[config.mk]
export PLATFORM = sky130hd
export DESIGN_NAME = opfc_top
export DESIGN_NICKNAME = d
export VERILOG_FILES = /design/src/verilog/opfc_pkg.sv /design/src/verilog/opfc_top.sv
export SDC_FILE = /design/constraint.sdc
export NUM_CORES = 1
export LEC_CHECK = 0
export CORE_MARGIN = 4
export CORE_UTILIZATION = 45
export DETAILED_ROUTE_END_ITERATION = 6
export DONT_BUFFER_PORTS = 1
export GPL_TIMING_DRIVEN = 0
export MAX_ROUTING_LAYER = met4
export PLACE_DENSITY = 0.56
export SETUP_SLACK_MARGIN = 0.5
export SYNTH_ARGS = -nofsm -noshare
export SYNTH_HDL_FRONTEND = slang
export SYNTH_SLANG_ARGS = --single-unit
[constraint.sdc]
create_clock -name mclk_i -period 2.2 [get_ports mclk_i]
set_input_delay 0 -clock mclk_i [delete_from_list [all_inputs] [get_ports mclk_i]]
set_output_delay 0 -clock mclk_i [all_outputs]
set_load 0.05 [all_outputs]
[src/verilog/opfc_pkg.sv]
// Constants, register map and state type of the operand bus master with fault capture
// Operation
// - Request bus by driving request low
// - Take bus only while grant asserted
// - Busy low means occupied, no start
// - Hold owner acknowledge low while owning
// - Float owner acknowledge on release
// - Wait states until transfer acknowledge low
// - Fetch indicator low only on fetches
// - Address strobe low, float when unowned
// - Memory high, I/O low, float unowned
// - Read high, write low, float unowned
// - Data strobe low, float when unowned
// - Test input floats every output
// - System fault rising edge sets bit 8
// - Timeout sets bit 10 I/O, 7 memory
// - Parity error sets bit 13
// - Protect fault sets 15 owned, 14 not
// - No software clear while cause asserted
// - State outputs float in test, unowned
// - Address and data float when unowned
`default_nettype none

package opfc_pkg;

    // ------------------------------------------------------------
    // Register map, byte addresses
    // ------------------------------------------------------------
    localparam logic [7:0] REG_CTRL   = 8'h00;
    localparam logic [7:0] REG_ADDR   = 8'h04;
    localparam logic [7:0] REG_WDATA  = 8'h08;
    localparam logic [7:0] REG_RDATA  = 8'h0C;
    localparam logic [7:0] REG_STATUS = 8'h10;
    localparam logic [7:0] REG_FAULT  = 8'h14;
    localparam logic [7:0] REG_STATES = 8'h18;

    // ------------------------------------------------------------
    // Field positions
    // ------------------------------------------------------------
    localparam int CTRL_GO    = 0;
    localparam int CTRL_IO    = 1;
    localparam int CTRL_WR    = 2;
    localparam int CTRL_FETCH = 3;

    localparam int STAT_ACTIVE = 0;
    localparam int STAT_OWN    = 1;
    localparam int STAT_DONE   = 2;
    localparam int STAT_TEST   = 3;

    localparam int FLT_TOUT_MEM = 7;
    localparam int FLT_SYSTEM_FAULT_IN   = 8;
    localparam int FLT_TOUT_IO  = 10;
    localparam int FLT_PARITY   = 13;
    localparam int FLT_DMA      = 14;
    localparam int FLT_CPU      = 15;

    // ------------------------------------------------------------
    // Reset values and bus codes
    // ------------------------------------------------------------
    localparam logic [15:0] FAULT_RST  = 16'h0000;
    localparam logic [15:0] WORD16_RST = 16'h0000;
    localparam logic [7:0]  STATES_RST = 8'h00;
    localparam logic [31:0] HRDATA_RST = 32'h0000_0000;
    localparam logic [1:0]  HRESP_OKAY = 2'h0;

    typedef enum logic [1:0] {
        BUS_IDLE,
        BUS_REQ,
        BUS_ADDR,
        BUS_DATA
    } opfc_bus_state_t;

endpackage

`default_nettype wire

[src/verilog/opfc_top.sv]
// Operand bus master with fault register, registers reached over AHB-Lite
`default_nettype none

module opfc_top (
    input  wire logic        mclk_i,
    input  wire logic        srst_i,
    // AHB-Lite slave
    input  wire logic        hsel_i,
    input  wire logic [31:0] haddr_i,
    input  wire logic [1:0]  htrans_i,
    input  wire logic        hwrite_i,
    input  wire logic [2:0]  hsize_i,
    input  wire logic [31:0] hwdata_i,
    input  wire logic        hready_i,
    output logic             hreadyout_o,
    output logic [1:0]       hresp_o,
    output logic [31:0]      hrdata_o,
    // Device pins
    input  wire logic        master_reset_n_i,
    input  wire logic        test_n_i,
    output logic             bus_req_out_n_o,
    output logic             bus_req_out_n_oe_o,
    input  wire logic        bus_grant_in_n_i,
    input  wire logic        bus_busy_in_n_i,
    output logic             owner_ack_out_n_o,
    output logic             owner_ack_out_n_oe_o,
    input  wire logic        transfer_ack_in_n_i,
    output logic             operand_not_fetch_o,
    output logic             operand_not_fetch_oe_o,
    output logic             addr_strobe_n_o,
    output logic             addr_strobe_n_oe_o,
    output logic             mem_not_io_o,
    output logic             mem_not_io_oe_o,
    output logic             read_not_write_o,
    output logic             read_not_write_oe_o,
    output logic             data_strobe_n_o,
    output logic             data_strobe_n_oe_o,
    output logic [15:0]      operand_addr_o,
    output logic             operand_addr_oe_o,
    input  wire logic [15:0] operand_data_lines_i,
    output logic [15:0]      operand_data_lines_o,
    output logic             operand_data_lines_oe_o,
    output logic [3:0]       address_state_out_o,
    output logic             address_state_out_oe_o,
    output logic [3:0]       proc_state_out_o,
    output logic             proc_state_out_oe_o,
    input  wire logic        system_fault_in_i,
    input  wire logic        bus_timeout_err_n_i,
    input  wire logic        parity_error_in_i,
    input  wire logic        protect_fault_in_i
);

    // ------------------------------------------------------------
    // Reset and test mode
    // ------------------------------------------------------------
    wire rst;
    wire test_mode;
    wire pins_on;

    // Either reset source, both synchronous
    assign rst       = srst_i | ~master_reset_n_i;
    assign test_mode = ~test_n_i;
    assign pins_on   = ~test_mode;

    function automatic logic reg_hit(input logic [7:0] a, input logic [7:0] off);
        return a == off;
    endfunction

    // ------------------------------------------------------------
    // AHB-Lite slave
    // ------------------------------------------------------------
    logic       wr_pend_r;
    logic       rd_pend_r;
    logic       rd_ack_r;
    logic [7:0] addr_q_r;
    logic [31:0] hrdata_r;

    wire addr_ph;
    wire wr_fire;
    wire [7:0] rd_addr;

    assign addr_ph = hsel_i & hready_i & htrans_i[1];
    assign wr_fire = wr_pend_r;
    assign rd_addr = addr_q_r;

    // Reads take one wait state
    assign hreadyout_o = ~(rd_pend_r & ~rd_ack_r);
    assign hresp_o     = opfc_pkg::HRESP_OKAY;
    assign hrdata_o    = hrdata_r;

    // Address phase kept for the data phase
    always_ff @(posedge mclk_i) begin
        if (rst) begin
            wr_pend_r <= 1'b0;
            rd_pend_r <= 1'b0;
            rd_ack_r  <= 1'b0;
            addr_q_r  <= 8'h00;
        end else if (hready_i) begin
            wr_pend_r <= addr_ph & hwrite_i;
            rd_pend_r <= addr_ph & ~hwrite_i;
            rd_ack_r  <= 1'b0;
            if (addr_ph) begin
                addr_q_r <= {haddr_i[7:2], 2'b00};
            end
        end else if (rd_pend_r) begin
            rd_ack_r <= 1'b1;
        end
    end

    // ------------------------------------------------------------
    // Register write decode
    // ------------------------------------------------------------
    wire wr_ctrl;
    wire wr_addr;
    wire wr_wdata;
    wire wr_status;
    wire wr_fault;
    wire wr_states;

    assign wr_ctrl   = wr_fire & reg_hit(addr_q_r, opfc_pkg::REG_CTRL);
    assign wr_addr   = wr_fire & reg_hit(addr_q_r, opfc_pkg::REG_ADDR);
    assign wr_wdata  = wr_fire & reg_hit(addr_q_r, opfc_pkg::REG_WDATA);
    assign wr_status = wr_fire & reg_hit(addr_q_r, opfc_pkg::REG_STATUS);
    assign wr_fault  = wr_fire & reg_hit(addr_q_r, opfc_pkg::REG_FAULT);
    assign wr_states = wr_fire & reg_hit(addr_q_r, opfc_pkg::REG_STATES);

    // ------------------------------------------------------------
    // Operand bus sequencer
    // ------------------------------------------------------------
    opfc_pkg::opfc_bus_state_t state_r;
    opfc_pkg::opfc_bus_state_t state_nxt;

    logic        cyc_io_r;
    logic        cyc_wr_r;
    logic        cyc_fetch_r;
    logic [15:0] cyc_addr_r;
    logic [15:0] cyc_wdata_r;
    logic [15:0] rdata_r;
    logic        done_r;
    logic [7:0]  states_r;

    wire start;
    wire grant_ok;
    wire own;
    wire xfer_end;
    wire requesting;

    // Go only from idle, not in test
    assign start      = wr_ctrl & hwdata_i[opfc_pkg::CTRL_GO] & ~test_mode
                        & (state_r == opfc_pkg::BUS_IDLE);
    assign grant_ok   = ~bus_grant_in_n_i & bus_busy_in_n_i & ~test_mode;
    assign own        = (state_r == opfc_pkg::BUS_ADDR) | (state_r == opfc_pkg::BUS_DATA);
    assign xfer_end   = (state_r == opfc_pkg::BUS_DATA) & ~transfer_ack_in_n_i;
    assign requesting = (state_r != opfc_pkg::BUS_IDLE);

    always_comb begin
        state_nxt = state_r;
        case (state_r)
            opfc_pkg::BUS_IDLE: begin
                if (start) begin
                    state_nxt = opfc_pkg::BUS_REQ;
                end
            end
            opfc_pkg::BUS_REQ: begin
                if (grant_ok) begin
                    state_nxt = opfc_pkg::BUS_ADDR;
                end
            end
            opfc_pkg::BUS_ADDR: begin
                state_nxt = opfc_pkg::BUS_DATA;
            end
            opfc_pkg::BUS_DATA: begin
                if (xfer_end) begin
                    state_nxt = opfc_pkg::BUS_IDLE;
                end
            end
            default: begin
                state_nxt = opfc_pkg::BUS_IDLE;
            end
        endcase

        // Test drops a cycle in flight
        if (test_mode) begin
            state_nxt = opfc_pkg::BUS_IDLE;
        end
    end

    always_ff @(posedge mclk_i) begin
        if (rst) begin
            state_r <= opfc_pkg::BUS_IDLE;
        end else begin
            state_r <= state_nxt;
        end
    end

    // Cycle kind latched with go
    always_ff @(posedge mclk_i) begin
        if (rst) begin
            cyc_io_r    <= 1'b0;
            cyc_wr_r    <= 1'b0;
            cyc_fetch_r <= 1'b0;
        end else if (start) begin
            cyc_io_r    <= hwdata_i[opfc_pkg::CTRL_IO];
            cyc_wr_r    <= hwdata_i[opfc_pkg::CTRL_WR];
            cyc_fetch_r <= hwdata_i[opfc_pkg::CTRL_FETCH];
        end
    end

    always_ff @(posedge mclk_i) begin
        if (rst) begin
            cyc_addr_r  <= opfc_pkg::WORD16_RST;
            cyc_wdata_r <= opfc_pkg::WORD16_RST;
            states_r    <= opfc_pkg::STATES_RST;
        end else begin
            // Address and write data frozen while owning
            if (wr_addr & ~own) begin
                cyc_addr_r <= hwdata_i[15:0];
            end

            if (wr_wdata & ~own) begin
                cyc_wdata_r <= hwdata_i[15:0];
            end

            if (wr_states) begin
                states_r <= hwdata_i[7:0];
            end
        end
    end

    // Done is sticky; completion wins over a clear in the same cycle
    always_ff @(posedge mclk_i) begin
        if (rst) begin
            rdata_r <= opfc_pkg::WORD16_RST;
            done_r  <= 1'b0;
        end else begin
            if (xfer_end & ~cyc_wr_r) begin
                rdata_r <= operand_data_lines_i;
            end
            if (xfer_end) begin
                done_r <= 1'b1;
            end else if (wr_status & hwdata_i[opfc_pkg::STAT_DONE]) begin
                done_r <= 1'b0;
            end
        end
    end

    // ------------------------------------------------------------
    // Pin drive
    // ------------------------------------------------------------
    wire own_drive;

    assign own_drive = own & pins_on;

    // Request and fetch stay driven outside test
    assign bus_req_out_n_o         = ~requesting;
    assign bus_req_out_n_oe_o      = pins_on;

    assign owner_ack_out_n_o       = 1'b0;
    assign owner_ack_out_n_oe_o    = own_drive;

    assign operand_not_fetch_o     = ~(own & cyc_fetch_r);
    assign operand_not_fetch_oe_o  = pins_on;

    assign addr_strobe_n_o         = ~own;
    assign addr_strobe_n_oe_o      = own_drive;

    assign mem_not_io_o            = ~cyc_io_r;
    assign mem_not_io_oe_o         = own_drive;

    assign read_not_write_o        = ~cyc_wr_r;
    assign read_not_write_oe_o     = own_drive;

    assign data_strobe_n_o         = ~(state_r == opfc_pkg::BUS_DATA);
    assign data_strobe_n_oe_o      = own_drive;

    assign operand_addr_o          = cyc_addr_r;
    assign operand_addr_oe_o       = own_drive;

    assign operand_data_lines_o    = cyc_wdata_r;
    assign operand_data_lines_oe_o = own_drive & cyc_wr_r;

    assign address_state_out_o     = states_r[3:0];
    assign address_state_out_oe_o  = own_drive;

    assign proc_state_out_o        = states_r[7:4];
    assign proc_state_out_oe_o     = own_drive;

    // ------------------------------------------------------------
    // Fault register
    // ------------------------------------------------------------
    logic        system_fault_in_q_r;
    logic [15:0] fault_r;
    logic [15:0] fault_nxt;
    logic [15:0] fault_set;
    logic [15:0] fault_hold;
    logic [15:0] fault_clr;

    wire tout;

    assign tout = ~bus_timeout_err_n_i;

    always_comb begin
        fault_set  = 16'h0000;
        fault_hold = 16'h0000;
        fault_set[opfc_pkg::FLT_SYSTEM_FAULT_IN]   = system_fault_in_i & ~system_fault_in_q_r;
        fault_set[opfc_pkg::FLT_TOUT_IO]  = tout & own & cyc_io_r;
        fault_set[opfc_pkg::FLT_TOUT_MEM] = tout & own & ~cyc_io_r;
        fault_set[opfc_pkg::FLT_PARITY]   = parity_error_in_i;
        fault_set[opfc_pkg::FLT_CPU]      = protect_fault_in_i & own;
        fault_set[opfc_pkg::FLT_DMA]      = protect_fault_in_i & ~own;

        fault_hold[opfc_pkg::FLT_SYSTEM_FAULT_IN]   = system_fault_in_i;
        fault_hold[opfc_pkg::FLT_TOUT_IO]  = tout;
        fault_hold[opfc_pkg::FLT_TOUT_MEM] = tout;
        fault_hold[opfc_pkg::FLT_PARITY]   = parity_error_in_i;
        fault_hold[opfc_pkg::FLT_CPU]      = protect_fault_in_i;
        fault_hold[opfc_pkg::FLT_DMA]      = protect_fault_in_i;

        // Live cause masks its clear
        fault_clr  = wr_fault ? (hwdata_i[15:0] & ~fault_hold) : 16'h0000;
        fault_nxt  = (fault_r & ~fault_clr) | fault_set;
    end

    always_ff @(posedge mclk_i) begin
        if (rst) begin
            system_fault_in_q_r <= 1'b0;
            fault_r    <= opfc_pkg::FAULT_RST;
        end else begin
            system_fault_in_q_r <= system_fault_in_i;
            fault_r    <= fault_nxt;
        end
    end

    // ------------------------------------------------------------
    // Register read
    // ------------------------------------------------------------
    logic [31:0] rd_mux;
    logic [31:0] status_w;

    always_comb begin
        status_w = 32'h0000_0000;
        status_w[opfc_pkg::STAT_ACTIVE] = requesting;
        status_w[opfc_pkg::STAT_OWN]    = own;
        status_w[opfc_pkg::STAT_DONE]   = done_r;
        status_w[opfc_pkg::STAT_TEST]   = test_mode;

        // Unmapped offsets read zero
        rd_mux = 32'h0000_0000;
        if (reg_hit(rd_addr, opfc_pkg::REG_CTRL)) begin
            rd_mux = {28'h000_0000, cyc_fetch_r, cyc_wr_r, cyc_io_r, 1'b0};
        end else if (reg_hit(rd_addr, opfc_pkg::REG_ADDR)) begin
            rd_mux = {16'h0000, cyc_addr_r};
        end else if (reg_hit(rd_addr, opfc_pkg::REG_WDATA)) begin
            rd_mux = {16'h0000, cyc_wdata_r};
        end else if (reg_hit(rd_addr, opfc_pkg::REG_RDATA)) begin
            rd_mux = {16'h0000, rdata_r};
        end else if (reg_hit(rd_addr, opfc_pkg::REG_STATUS)) begin
            rd_mux = status_w;
        end else if (reg_hit(rd_addr, opfc_pkg::REG_FAULT)) begin
            rd_mux = {16'h0000, fault_r};
        end else if (reg_hit(rd_addr, opfc_pkg::REG_STATES)) begin
            rd_mux = {24'h00_0000, states_r};
        end
    end

    always_ff @(posedge mclk_i) begin
        if (rst) begin
            hrdata_r <= opfc_pkg::HRDATA_RST;
        end else if (rd_pend_r & ~rd_ack_r) begin
            hrdata_r <= rd_mux;
        end
    end

endmodule

`default_nettype wire

After elaboration in Yosys (flattened, before gate mapping) --
Index checks and enable logic that the tools add are counted.
Storage, ports and cells: flip-flop bits (word level) 120, bits in latches 0, bits in writable memories 0, bits in read-only memories 0, bits of input ports 99, output and inout port bits 93, logic and storage cells 102, memories 0
Cells by class: add/sub/neg operators 0, multiply operators 0, div/mod/pow operators 0, magnitude comparators 0, equal/unequal tests 12, shifts and indexed selects 0, multiplexer cells 14, bitwise gates (word level) 52, reduce and logical (&&, ||, !) cells 8
Operators by type and width (count):
- $mux 16 | 7
- $and 16x16->16 | 2
- $not 16->16 | 2
- $and 1x1->1 | 30
- $eq 6x3->1 const B | 3
- $or 16x16->16 | 1
- $not 1->1 | 15
- $eq 6x2->1 const B | 2
- $logic_not 8->1 | 1
- $mux 8 | 1
- $pmux 2 s4 | 1
- $eq 6x1->1 const B | 1
- $mux 2 | 3
- $ne 2x2->1 const B | 3
- $eq 2x2->1 const B | 2
- $reduce_bool 2->1 | 2
- $reduce_or 2->1 | 2
- $reduce_and 3->1 | 1
- $eq 2x1->1 const B | 1
- $logic_not 2->1 | 1
- $mux 1 | 2
- $or 1x1->1 | 2
- $reduce_and 2->1 | 1

Longest topological paths before layout --
depth after elaboration 8, mapped depth 9, depth with buffers taken out 7

Worst setup path before layout --
No wires, ideal clock.
kind register -> register, start register state_r[0], end register cyc_wdata_r[5] (netlist: operand_data_lines_o[5]), setup time 128 ps, arrival 2105 ps, data required time 2072 ps, setup slack -32 ps, stages on the path, launching flop included 9, path buffers 2, clock period less this slack 2232 ps, cell sequence dfxtp_1 > ha_1 > or2_2 > clkbuf_1 > clkinv_1 > nand3_4 > buf_4 > mux2i_1 > nor2_1
Between the ends: longest elaborated chain between the ends 4, elaborated cells between the ends (all ways) 5, classes of those cells 2 x eq/ne; 3 x bitwise
Ends and longest elaborated chain:
- start: declaration | RTL line opfc_top.sv:130 | opfc_pkg::opfc_bus_state_t state_r;
- start signal: assignment | RTL line opfc_top.sv:190 | state_r <= opfc_pkg::BUS_IDLE;
- start signal: assignment | RTL line opfc_top.sv:192 | state_r <= state_nxt;
- $eq 2x2->1 | RTL line opfc_top.sv:152 | assign own = (state_r == opfc_pkg::BUS_ADDR) | (state_r == opfc_pkg::BUS_DATA);
- $or 1x1->1 (*) | RTL line opfc_top.sv:152
- $not 1->1 (*)
- via addr_strobe_n_o | RTL line opfc_top.sv:30 | output logic addr_strobe_n_o,
- $and 1x1->1 (*) | RTL line opfc_top.sv:220 | if (wr_wdata & ~own) begin
- end signal: assignment | RTL line opfc_top.sv:212 | cyc_wdata_r <= opfc_pkg::WORD16_RST;
- end signal: assignment | RTL line opfc_top.sv:221 | cyc_wdata_r <= hwdata_i[15:0];
- end: declaration | RTL line opfc_top.sv:137 | logic [15:0] cyc_wdata_r;
Mark *: on every way through the listed nets, which the timed path passes. The rest lies on a longest branch. A chain may end at the register's enable or synchronous reset.

Worst setup path in the final report --
start register addr_q_r[4], end register cyc_addr_r[2] (netlist: operand_addr_o[2])
Between the ends: longest elaborated chain between the ends 3
Ends and longest elaborated chain:
- start: declaration | RTL line opfc_top.sv:75 | logic [7:0] addr_q_r;
- start signal: assignment | RTL line opfc_top.sv:103 | addr_q_r <= {haddr_i[7:2], 2'b00};
- $eq 6x1->1 | RTL line opfc_top.sv:66 | return a == off;
- $and 1x1->1 | RTL line opfc_top.sv:121 | assign wr_addr = wr_fire & reg_hit(addr_q_r, opfc_pkg::REG_ADDR);
- $and 1x1->1 | RTL line opfc_top.sv:216 | if (wr_addr & ~own) begin
- end signal: assignment | RTL line opfc_top.sv:211 | cyc_addr_r <= opfc_pkg::WORD16_RST;
- end signal: assignment | RTL line opfc_top.sv:217 | cyc_addr_r <= hwdata_i[15:0];
- end: declaration | RTL line opfc_top.sv:136 | logic [15:0] cyc_addr_r;
No other way between the ends.

==> results by group <==
STA
  • Fin crit period: 1894 ps
  • Period utilization: 0.8608
  • Relative slew slack: 0.5111
  • F_max: 528.1 MHz
  • Worst slew pin tran: 733.3 ps
  • Hold WS: 117.3 ps
  • Unrepaired setup endpoints after global routing: true
  • Final hold viol count: 0
  • Setup violators final: 0
  • Setup Skew: 11.12 ps
  • Max Slew Vio Count: 0

Global routing
  • Gr ovfl total: 0
  • Number of global-route vias before repair: 4226
  • First-pass GRT wire length: 23400 um
  • All-Layer GR Usage: 0.2635
  • Initial antenna violation count: 0
  • Pin count of the biggest net entering global routing: 17

Worst setup path
  • R2R Path Start: addr_q_r[4]$_SDFFE_PP0P_
  • CP endpoint: operand_addr_o[2]$_SDFFE_PP0P_
  • Crit-path max FO: 5
  • R2R depth: 6
  • Setup crit start kind: flip-flop
  • Worst Path Required: 2440 ps
  • Critical path class: reg -> reg
  • R2R Path End: operand_addr_o[2]$_SDFFE_PP0P_
  • Worst Setup End Kind: flip-flop
  • Critical path data arrival time: 2140 ps
  • FF-to-FF setup slack: 310 ps
  • Critical Path Start: addr_q_r[4]$_SDFFE_PP0P_

Yosys
  • Share of Yosys cell area claimed by the top area cell type: 0.4427
  • Synthesis-stage register bit count: 104
  • Mapped Cells: 551
  • Post-synth EDFFs: 0
  • Yosys cell types: 48
  • Post-synthesis cell area: 0.004703 mm2
  • Ys flop type: dfxtp_1
  • Avg Inst Size Synth: 8.536 um2
  • Yosys warnings: 0
  • Synth area leaders: dfxtp_1 44%, mux2i_1 9.4%, nand2_1 6.1%
  • Post-synthesis sequential area ratio: 0.4427
  • Synth area leader: dfxtp_1
  • Ys async rst share: 0

Floorplan
  • Die ar.: 0.01215 mm2
  • Die Wd: 110.2 um
  • Core ar.: 0.01023 mm2
  • Std cell rows: 37
  • IO Pins: 192
  • Starting Density: 0.4597
  • Die H: 110.2 um

Placement
  • DPL Wire Length: 10850 um
  • Inst Count DP: 705
  • RePlAce Congestion: 0.8679
  • Port bufs: 0

CTS
  • Htree depth: 3
  • CTS root buffer: clkbuf_8
  • Clock transition at path regs: 100 ps
  • Total CTS buffers: 9
  • Clock buffer depth: 2
  • CTS Sinks: 104
  • Clock latency on the worst-skew pair: 370 ps
  • CTS tree: yes

Min path
  • Hold-critical path depth: 5
  • Hold Crit Class: in -> reg

Power and ir drop
  • Switching Share: 0.2539
  • Power, Total: 3.452 mW
  • Net Switching: 0.8765 mW
  • Int Pwr: 2.575 mW
  • Power per cell area: 528.5 mW/mm2
  • Leak pwr: 2.663 nW
  • Reg power frac: 0.548
  • Comb pwr share: 0.100
  • Worst vdd ir: 339.7 uV
  • Clk pwr share: 0.352

Drt
  • Iteration-0 DRC Markers: 325
  • Routed len/inst: 19.86 um
  • Initial DRT Pass Iterations: 5
  • Vias: 4486
  • Number of nets with antenna violations after routing: 0
  • Via density: 5.552
  • DRC viols: 0
  • Routed WL: 16050 um

Layout
  • Share of layout cells above drive strength 1: 0.2545
  • Diode count: 0
  • Fill cells: 895
  • Post-Layout Cell Count: 808
  • Nets: 770
  • Area Growth Syn to Fin: 38.87%

Flow run
  • Max-cap violations: 0

Status
  • Outcome: completed
==> layer usage <==
layer	part of all wire	vias to the layer above	GRT usage
met1	0.41	2171	0.3205
li1	-	2126	-
met4	0.016	0	0.07652
met5	0	-	-
met3	0.072	27	0.06872
met2	0.50	162	0.4324
==> worst max-delay path: stages (launching register included) <==
cell and delay (ps):
dfxtp_4 370, or4_4 590, nor2_4 210, nand3_4 160, buf_12 210, mux2i_2 160
nor2_1 70
==> through the flow <==
| stage | worst slack, ps | TNS (ps) | util | instance area [um2] |
|---|---|---|---|---|
| after floorplan | 428.1 | 0 | - | 4828 |
| after global placement | -161.1 | -161.1 | 0.4886 | 4999 |
| after detailed placement | -154.6 | -154.6 | 0.4886 | 4999 |
| after CTS | 367.7 | 0 | 0.5978 | 6116 |
| after global routing | 251.0 | 0 | 0.6384 | 6531 |
| final | 306.3 | 0 | 0.6384 | 6531 |
==> cells in the final DEF (no fill, tap or decap), drive strengths merged, types with 3 or more instances in the layout <==
cell           n
dfxtp        104
nand2         78
buf           77
nor2          60
dlygate4sd3   48
a21oi         45
mux2i         44
clkbuf        35
o21ai         23
conb          19
and3          17
nand3         14
o22ai         13
nor3          10
inv            9
a222oi         8
nor2b          7
nand2b         7
a221oi         5
a31oi          5
a22oi          4
and2           4
ha             4
clkinv         4
nand3b         3
==> power groups by stage <==
stage               combinational [mW]  sequential [mW]  clock [mW]
CTS                              0.319             1.89        1.22
finish                           0.346             1.89        1.21
global placement                 0.214             1.94           0
global route                     0.364             1.89        1.29
detailed placement               0.215             1.94           0
floorplan                        0.179             1.94           0
==> Yosys cell counts (3+ instances only) <==
master    count
a21oi_1      45
a221oi_1      5
a222oi_1      8
a22oi_1       4
a31oi_1       5
and2_1        3
and3_1       17
buf_2         4
buf_4        30
clkbuf_1     24
dfxtp_1     104
ha_1          4
inv_1        10
mux2i_1      44
nand2_1      77
nand2b_1      7
nand3_1      12
nand3b_1      3
nor2_1       58
nor2b_1       7
nor3_1       10
o21ai_0      23
o22ai_1      13
==> worst min path at each step <==
stage	slack (ps)	startpoint	to
finish	120	bus_busy_in_n_i	state_r[0]$_SDFFE_PP0P_
global route	130	bus_busy_in_n_i	state_r[0]$_SDFFE_PP0P_
CTS	60	bus_busy_in_n_i	state_r[0]$_SDFFE_PP0P_
detailed placement	80	hready_i	rd_ack_r$_SDFFE_PP0P_
global placement	80	hready_i	rd_ack_r$_SDFFE_PP0P_
floorplan	80	hready_i	rd_ack_r$_SDFFE_PP0P_
==> registers in the layout (all words and copies together), names as in the netlist, 2 cells and up <==
| signal | flops |
|---|---|
| operand_data_lines_o | 16 |
| states_r | 8 |
| operand_addr_o | 16 |
| fault_r | 16 |
| rdata_r | 16 |
| addr_q_r | 6 |
| state_r | 2 |
| hrdata_o | 16 |
==> area by class of cell <==
cell class / instances / area, um2 / area share
clock inverter: 5 / 56.30 / 0.008621
tap: 136 / 170.2 / 0.02605
inverter: 12 / 77.57 / 0.01188
timing repair buffer: 87 / 900.9 / 0.1379
clock buffer: 11 / 141.4 / 0.02165
sequential: 104 / 2101 / 0.3216
multi-input combinational: 391 / 2557 / 0.3916
buffer: 62 / 526.8 / 0.08065
==> cells by family (layout without fill, tap and decap cells) <==
| logic type | after synthesis | after routing | share of synthesized area |
|---|---|---|---|
| buf+inv | 74 | 177 | 0.08726 |
| fa+ha+maj | 4 | 4 | 0.01064 |
| simple gates | 208 | 208 | 0.2120 |
| other cells | 1 | 19 | 0.0007973 |
| flops | 104 | 104 | 0.4427 |
| mux | 46 | 46 | 0.09843 |
| compound gates | 114 | 114 | 0.1482 |
==> timing repair <==
action | 4_1_cts | 5_1_grt
cloned | 1 | 3
hold buffers | 48 | 0
resized for setup | 70 | 68
setup endpoints to repair | 98 | 94
pin swaps | 20 | 44
endpoints found under the hold margin | 88 | 0
setup buffers | 25 | 10
No activity file was read; power rests on OpenSTA's default activity.
